File: src/shifter_pkg.sv
package shifter_pkg;

	localparam int unsigned DATA_W = 16;
	localparam int unsigned RES_W = 32;
	localparam int unsigned EXP_W = 8;
	localparam int unsigned AMT_W = 8;

	// Exponent values used by the detector, the lower derive check and reset, plus the shift array's span.
	localparam logic [7:0] EXP_RESET = 8'hF0;
	localparam logic [7:0] EXP_ALL_SIGN = 8'hF1;
	localparam logic [7:0] EXP_OVERFLOW = 8'h01;
	localparam logic [7:0] EXP_LO_OFFSET = 8'hF0;
	localparam logic [7:0] SHIFT_SPAN = 8'h20;
	localparam logic [31:0] RESULT_RESET = 32'h0000_0000;

	// Operation codes, Gray coded in the order of a typical sequence.
	typedef enum logic [2:0] {
		OP_IDLE = 3'h0,
		OP_ARITH = 3'h1,
		OP_LOGIC = 3'h3,
		OP_DENORM = 3'h2,
		OP_DERIVE = 3'h6,
		OP_LEFT_JUSTIFY_OP = 3'h7,
		OP_BLOCK = 3'h5
	} op_e;

	typedef enum logic [1:0] {
		MODE_HI = 2'h0,
		MODE_LO = 2'h1,
		MODE_HIX = 2'h3
	} mode_e;

	typedef struct packed {
		op_e op;
		mode_e mode;
		logic or_opt;
		logic arith;
		logic [7:0] imm;
		logic [15:0] operand;
	} cmd_s;

	typedef struct packed {
		logic overflow;
		logic carry;
	} flags_s;

	typedef struct packed {
		logic [31:0] result;
		logic [7:0] shift_exp;
		logic [7:0] block_exp;
		logic sign;
		logic done;
	} state_s;

endpackage : shifter_pkg

File: src/exponent_detector.sv
`timescale 1ns/10ps
`default_nettype none

module exponent_detector #(
	parameter int unsigned W = 16
) (
	// Operand and context
	input wire logic [W-1:0] operand,
	input wire shifter_pkg::mode_e mode,
	input wire shifter_pkg::flags_s flags,
	input wire logic stored_sign,
	// Detected exponent and sign
	output logic [7:0] exponent,
	output logic sign
);

	logic [7:0] run;
	logic done;

	always_comb begin
		sign = (mode == shifter_pkg::MODE_LO) ? stored_sign : operand[W-1];
		run = 8'h00;
		done = 1'b0;
		for (int i = W - 2; i >= 0; i--) begin
			if (!done && operand[i] == sign) begin
				run = run + 8'h01;
			end else begin
				done = 1'b1;
			end
		end
		exponent = 8'h00 - run;
		if (mode == shifter_pkg::MODE_LO) begin
			// A non-sign MSB leaves no redundant bit in this half, so the total is minus fifteen.
			if (operand[W-1] != sign) begin
				exponent = 8'h01;
			end
			exponent = exponent + shifter_pkg::EXP_LO_OFFSET;
		end
		if (mode == shifter_pkg::MODE_HIX && flags.overflow) begin
			exponent = shifter_pkg::EXP_OVERFLOW;
			sign = ~operand[W-1];
		end
	end

endmodule : exponent_detector

`default_nettype wire

File: src/shift_array.sv
`timescale 1ns/10ps
`default_nettype none

module shift_array #(
	parameter int unsigned W = 16
) (
	// Operand and shift control
	input wire logic [W-1:0] operand,
	input wire logic [7:0] amount,
	input wire logic upper,
	input wire logic fill,
	input wire logic ext_bit,
	// Shifted result
	output logic [2*W-1:0] shifted
);

	logic [3*W-1:0] wide;
	logic [7:0] mag;

	always_comb begin
		if (upper) begin
			wide = {{(W-1){fill}}, ext_bit, operand, {W{1'b0}}};
		end else begin
			wide = {{W{fill}}, {(W-1){fill}}, ext_bit, operand};
		end
		mag = amount[7] ? (8'h00 - amount) : amount;
		if (mag >= shifter_pkg::SHIFT_SPAN + 8'h10) begin
			shifted = amount[7] ? {(2*W){fill}} : {(2*W){1'b0}};
		end else if (amount[7]) begin
			shifted = (2*W)'($signed({fill, wide}) >>> mag);
		end else begin
			shifted = (2*W)'(wide << mag);
		end
	end

endmodule : shift_array

`default_nettype wire

File: src/barrel_shifter_exponent_unit.sv
// Behaviour
// - Block exponent updates only when detected exponent is strictly greater.
// - Block adjust only inspects; shift result stays unchanged.
// - Immediate shift amount is signed 8-bit; negative right, positive left.
// - Immediate shift neither reads nor changes shift exponent.
// - Upper mode aligns input to upper word, lower mode to lower.
// - Right shift fills sign (arithmetic) or zeros (logical); left fills zeros.
// - Denormalize takes amount from shift exponent register.
// - OR option ORs into result; otherwise result is replaced.
// - Derive stores detected exponent in shift exponent; all three modes.
// - Normalize shifts by negated shift exponent; half modes and OR.
// - Lower derive updates shift exponent only when it holds minus fifteen.
// - Left shift of sixteen or more clears an upper-referenced input.
// - Overflow-extended detect gives plus one when overflow set.
// - Normalize extension bit is carry for upper, zero for lower.
// - Overflow-extended detect equals upper detect when overflow clear.
// - Upper mode yields negated count of redundant sign bits.
// - Lower mode uses stored sign and offsets exponent by minus sixteen.
// - Shift operations deliver 32-bit result in upper and lower words.
`timescale 1ns/10ps
`default_nettype none

module barrel_shifter_exponent_unit #(
	parameter int unsigned DATA_W = shifter_pkg::DATA_W
) (
	// Clock, reset and enable
	input wire logic clk,
	input wire logic srst,
	input wire logic ce,
	// Command from the sequencer
	input wire logic cmd_valid,
	input wire shifter_pkg::cmd_s cmd,
	input wire shifter_pkg::flags_s flags,
	// Register loads from the program
	input wire logic shift_exp_load,
	input wire logic [7:0] shift_exp_value,
	input wire logic block_exp_load,
	input wire logic [7:0] block_exp_value,
	// Results and state
	output logic [31:0] shift_result_reg,
	output logic [15:0] result_upper_word,
	output logic [15:0] result_bottom_word,
	output logic [7:0] shift_exponent_reg,
	output logic [7:0] block_exponent_reg,
	output logic shifter_sign,
	output logic done
);

	shifter_pkg::state_s s_q;
	shifter_pkg::state_s s_d;
	logic [7:0] det_exp;
	logic det_sign;
	logic [7:0] amount;
	logic upper;
	logic fill;
	logic ext_bit;
	logic [31:0] shifted;

	exponent_detector #(
		.W(DATA_W)
	) u_detect (
		.operand(cmd.operand),
		.mode(cmd.mode),
		.flags(flags),
		.stored_sign(s_q.sign),
		.exponent(det_exp),
		.sign(det_sign)
	);

	always_comb begin
		upper = (cmd.mode != shifter_pkg::MODE_LO);
		fill = 1'b0;
		ext_bit = cmd.operand[DATA_W-1];
		amount = 8'h00;
		case (cmd.op)
			shifter_pkg::OP_ARITH, shifter_pkg::OP_LOGIC: begin
				amount = cmd.imm;
				fill = (cmd.op == shifter_pkg::OP_ARITH) & cmd.operand[DATA_W-1];
				ext_bit = fill;
			end
			shifter_pkg::OP_DENORM: begin
				amount = s_q.shift_exp;
				fill = cmd.arith & cmd.operand[DATA_W-1];
				ext_bit = fill;
			end
			shifter_pkg::OP_LEFT_JUSTIFY_OP: begin
				amount = 8'h00 - s_q.shift_exp;
				ext_bit = upper ? flags.carry : 1'b0;
				fill = ext_bit;
			end
			default: begin
				amount = 8'h00;
			end
		endcase
	end

	shift_array #(
		.W(DATA_W)
	) u_shift (
		.operand(cmd.operand),
		.amount(amount),
		.upper(upper),
		.fill(fill),
		.ext_bit(ext_bit),
		.shifted(shifted)
	);

	always_comb begin
		s_d = s_q;
		s_d.done = 1'b0;
		if (shift_exp_load) begin
			s_d.shift_exp = shift_exp_value;
		end
		if (block_exp_load) begin
			s_d.block_exp = block_exp_value;
		end
		if (cmd_valid) begin
			s_d.done = 1'b1;
			case (cmd.op)
				shifter_pkg::OP_ARITH, shifter_pkg::OP_LOGIC,
				shifter_pkg::OP_DENORM, shifter_pkg::OP_LEFT_JUSTIFY_OP: begin
					s_d.result = cmd.or_opt ? (s_q.result | shifted) : shifted;
				end
				shifter_pkg::OP_DERIVE: begin
					// Lower updates only after all-sign upper.
					if (cmd.mode != shifter_pkg::MODE_LO) begin
						s_d.shift_exp = det_exp;
						s_d.sign = det_sign;
					end else if (s_q.shift_exp == shifter_pkg::EXP_ALL_SIGN) begin
						s_d.shift_exp = det_exp;
					end
				end
				shifter_pkg::OP_BLOCK: begin
					if ($signed(det_exp) > $signed(s_q.block_exp)) begin
						s_d.block_exp = det_exp;
					end
				end
				default: begin
					s_d.done = 1'b0;
				end
			endcase
		end
	end

	// Register loads lose to a command in the same cycle only for that register.
	always_ff @(posedge clk) begin
		if (srst) begin
			s_q <= '{result: shifter_pkg::RESULT_RESET, shift_exp: 8'h00,
				block_exp: shifter_pkg::EXP_RESET, sign: 1'b0, done: 1'b0};
		end else if (ce) begin
			s_q <= s_d;
		end
	end

	assign shift_result_reg = s_q.result;
	assign result_upper_word = s_q.result[31:16];
	assign result_bottom_word = s_q.result[15:0];
	assign shift_exponent_reg = s_q.shift_exp;
	assign block_exponent_reg = s_q.block_exp;
	assign shifter_sign = s_q.sign;
	assign done = s_q.done;

endmodule : barrel_shifter_exponent_unit

`default_nettype wire

File: config.mk
export PLATFORM = sky130hd
export DESIGN_NAME = barrel_shifter_exponent_unit
export DESIGN_NICKNAME = d
export VERILOG_FILES = /design/src/shifter_pkg.sv /design/src/exponent_detector.sv /design/src/shift_array.sv /design/src/barrel_shifter_exponent_unit.sv
export SDC_FILE = /design/constraint.sdc
export NUM_CORES = 1
export LEC_CHECK = 0
export ABC_AREA = 1
export BUFFER_PORTS_ARGS = -buffer_cell sky130_fd_sc_hd__clkbuf_2
export CORE_MARGIN = 1.5
export CORE_UTILIZATION = 50
export DETAILED_ROUTE_END_ITERATION = 6
export HOLD_SLACK_MARGIN = 0.08
export PLACE_DENSITY_LB_ADDON = 0.3
export SKIP_LAST_GASP = 1
export SLEW_MARGIN = 10
export SYNTH_ARGS = -nofsm -noshare
export SYNTH_HDL_FRONTEND = slang
export SYNTH_HIERARCHICAL = 1
export SYNTH_SLANG_ARGS = --single-unit
File: constraint.sdc
create_clock -name clk -period 11.9 [get_ports clk]
set_input_delay 2.38 -clock clk [delete_from_list [all_inputs] [get_ports clk]]
set_output_delay 2.38 -clock clk [all_outputs]
set_load 0.01 [all_outputs]
==> flow_summary.ini <==
[floorplanning]
coreArea_um2 = 18800
rows = 50
pin_count = 137
fp.dieArea_um2 = 20000
initial_core_util_pct = 51.0
die_w_um = 141
fp.dieH_um = 141

[detailed_routing]
wl_um = 32100
wl_per_cell_um = 16.0
drc = 0
ant_nets = 0
vias = 11900
drt-initial-drc-count = 1392
dr.pass1.iters = 6
viasPerCell = 5.93

[clock_tree]
holdBufCountCts = 0
cts_root_buf = clkbuf_16
cts_tree = yes
cts_setup_buffers = 0
clk_latency_ns = 0.30
cts_buffers = 5
htree_levels = 2
clockBufferDepth = 2
clock_sinks = 50
path_clk_slew_ns = 0.07
cts_resized = 0

[pwr]
power.total_uw = 946
ir_drop_v = 0.0000575
p_per_area_nw_per_um2 = 94.8
p_leak_uw = 0.00521

[cells_and_area]
final_layout_size_suffix_gt1_share_pct = 16.4
largest_register_ffs = 32
synthToLayoutAreaGrowth_pct = 4.26
final_nets = 1845
final_cells = 2001
antenna_cells = 0
fin_area_um2 = 9980

[sta]
min_period_ns = 10.72
hold_violations = 0
tightestPinTransition_ns = 1.14
fmax_ghz = 0.0933
slew_headroom_pct = 24.0
tns_ns = 0
slew_viol_final = 0
skew_ns = 0.00690
rsz0062_at_grt = false
fin_crit_sh_pct = 90.1
setup_violations = 0

[placed_design]
gp_congestion = 0.967
dp_cells = 1993
numPortBuffers = 136
dpl_cell_area_um2 = 9810
hpwlAfterDp_um = 24200

[worst_setup_path]
max_stage_delay_ns = 0.46
path_class = input pin to flop
worstPathMaxFanout = 12
timing.rr.start = shifter_sign$_SDFFE_PP0P_
cpMostUsedCell = nand2_1
arrival_ns = 10.86
worstSetupStartpoint = cmd[27]
rr_endpoint = block_exponent_reg[0]$_SDFFE_PP0P_
crit_path_end_kind = flop
critPathRequiredTime_ns = 12.04
rrSetupSlack_ns = 3.10
cp-endpoint = block_exponent_reg[0]$_SDFFE_PP0P_
reg2reg_depth = 56
worst_setup_path_start_kind = input pin
cp_slowest_cell = a211oi_1

[global_routing]
grt_max_degree = 68
antenna_found_initial = 0
grt_pass1_wl_um = 51500
overflow = 0
grt_usage_pct = 31.4
grt_pass1_vias = 10400

[logic_synthesis]
syn-cell-area_um2 = 9570
synthArstFlopShare_pct = 0
yosysWarnings = 6
post_synth.cell_area_avg_um2 = 5.44
ys_ff_latch = 50
synth_nets = 1838
yosys.area.top_type = nand3_1
yosys.area.top_type_share_pct = 25.7
synth.distinct_cells = 46
ys.flop_type = dfxtp_1
netlist_instances = 1759
yosys-top-cells-area = nand3_1 (26%), nand2_1 (16%), dfxtp_1 (10%), inv_1 (6.0%), a21oi_1 (4.4%)
synth_edf_count = 0
yosysSeqAreaShare_pct = 10.5

[run]
maxCapViolations = 0

[run_status]
status = finished, final reports clean

[worst_hold_path]
hold_class = flop to flop
synth_stat cells, types with 2 or more instances:
| master | count |
|---|---|
| o21ai_0 | 50 |
| nand3_1 | 491 |
| or2_2 | 5 |
| dfxtp_1 | 50 |
| clkbuf_1 | 38 |
| o21bai_1 | 2 |
| buf_6 | 15 |
| nor2_2 | 16 |
| ha_1 | 24 |
| o211ai_2 | 6 |
| nand2_1 | 418 |
| or2_1 | 3 |
| o21ai_1 | 69 |
| o211ai_1 | 31 |
| buf_4 | 36 |
| nand3_2 | 23 |
| xor2_1 | 4 |
| nor3_1 | 4 |
| buf_2 | 35 |
| inv_2 | 24 |
| and2_1 | 2 |
| a21o_1 | 3 |
| nand4_1 | 14 |
| a21oi_1 | 85 |
| buf_1 | 20 |
| nor2_1 | 65 |
| inv_1 | 153 |
| nand2_4 | 8 |
| a21oi_2 | 7 |
| nand3_4 | 2 |
| o21ai_2 | 3 |
| o21ai_4 | 2 |
| nand2_2 | 37 |
| and3_1 | 2 |
metrics by stage:
step	setup slack, ns	utilization (%)	hold slack (ns)
after floorplan	1.86	-	0.490
after global placement	1.11	52.3	0.458
after detailed placement	0.926	52.3	0.465
after CTS	1.24	53.2	0.476
after global routing	0.296	53.2	0.508
final	1.18	53.2	0.478
metal layers:
layer | track usage [%] | vias up | wire length (um)
met2 | 51.8 | 568 | 14900
li1 | - | 5888 | -
met3 | 3.71 | 92 | 2580
met1 | 40.8 | 5309 | 13100
met4 | 14.8 | 0 | 1560
met5 | 0 | - | 0
layout make-up:
| cell class | count | area (um2) |
|---|---|---|
| Fill cell | 2031 | 8790 |
| Clock inverter | 3 | 43.8 |
| Sequential cell | 50 | 1000 |
| Inverter | 178 | 668 |
| Timing Repair Buffer | 144 | 741 |
| Clock buffer | 5 | 125 |
| Tap cell | 234 | 293 |
| Multi-Input combinational cell | 1387 | 7110 |
cell usage in the layout, fill, tap and decap left out, types with 4 or more instances in the layout:
cell type and count:
a21oi_1 85, a21oi_2 7, buf_4 8, clkbuf_16 5, clkbuf_2 136, dfxtp_1 50, ha_1 24, inv_1 153
inv_2 24, nand2_1 418, nand2_2 37, nand2_4 8, nand3_1 491, nand3_2 23, nand4_1 14, nor2_1 65
nor2_2 16, nor3_1 4, o211ai_1 31, o211ai_2 6, o21ai_0 49, o21ai_1 69, o21ai_4 4, or2_2 5
worst max-delay path: cells and delay by family:
| kind | cells | cell delay, ns |
|---|---|---|
| and+or+nand+nor | 30 | 3.22 |
| adders and majority gates | 12 | 3.21 |
| AOI/OAI and AO/OA | 6 | 1.34 |
| buffers and inverters | 10 | 0.67 |
power by group:
part	switching, uW	leakage, uW	internal (uW)
combinational	418	0.00472	176
sequential	7.61	0.000407	175
clock	68.8	0.0000842	99.8
kinds of logic (layout without fill, tap and decap cells):
logic type	count (synthesis)	in the layout	share of synthesized area [%]
muxes	1	1	0.105
AOI/OAI and AO/OA	262	262	15.8
DFF	50	50	10.5
and+or+nand+nor	1095	1095	54.3
adders and majority gates	24	24	3.14
buffers and inverters	322	330	15.7
xor gates and xnor gates	5	5	0.457
worst min path at each step:
stage	cells past startpoint	to	from
2_1_floorplan	2	done$_SDFFE_PP0P_	done$_SDFFE_PP0P_
3_3_place_gp	2	done$_SDFFE_PP0P_	done$_SDFFE_PP0P_
3_5_place_dp	2	done$_SDFFE_PP0P_	done$_SDFFE_PP0P_
4_1_cts	2	done$_SDFFE_PP0P_	done$_SDFFE_PP0P_
5_1_grt	2	block_exponent_reg[1]$_SDFFE_PP0P_	block_exponent_reg[1]$_SDFFE_PP0P_
6_report	2	done$_SDFFE_PP0P_	done$_SDFFE_PP0P_
Power figures use the tool's default switching activity.
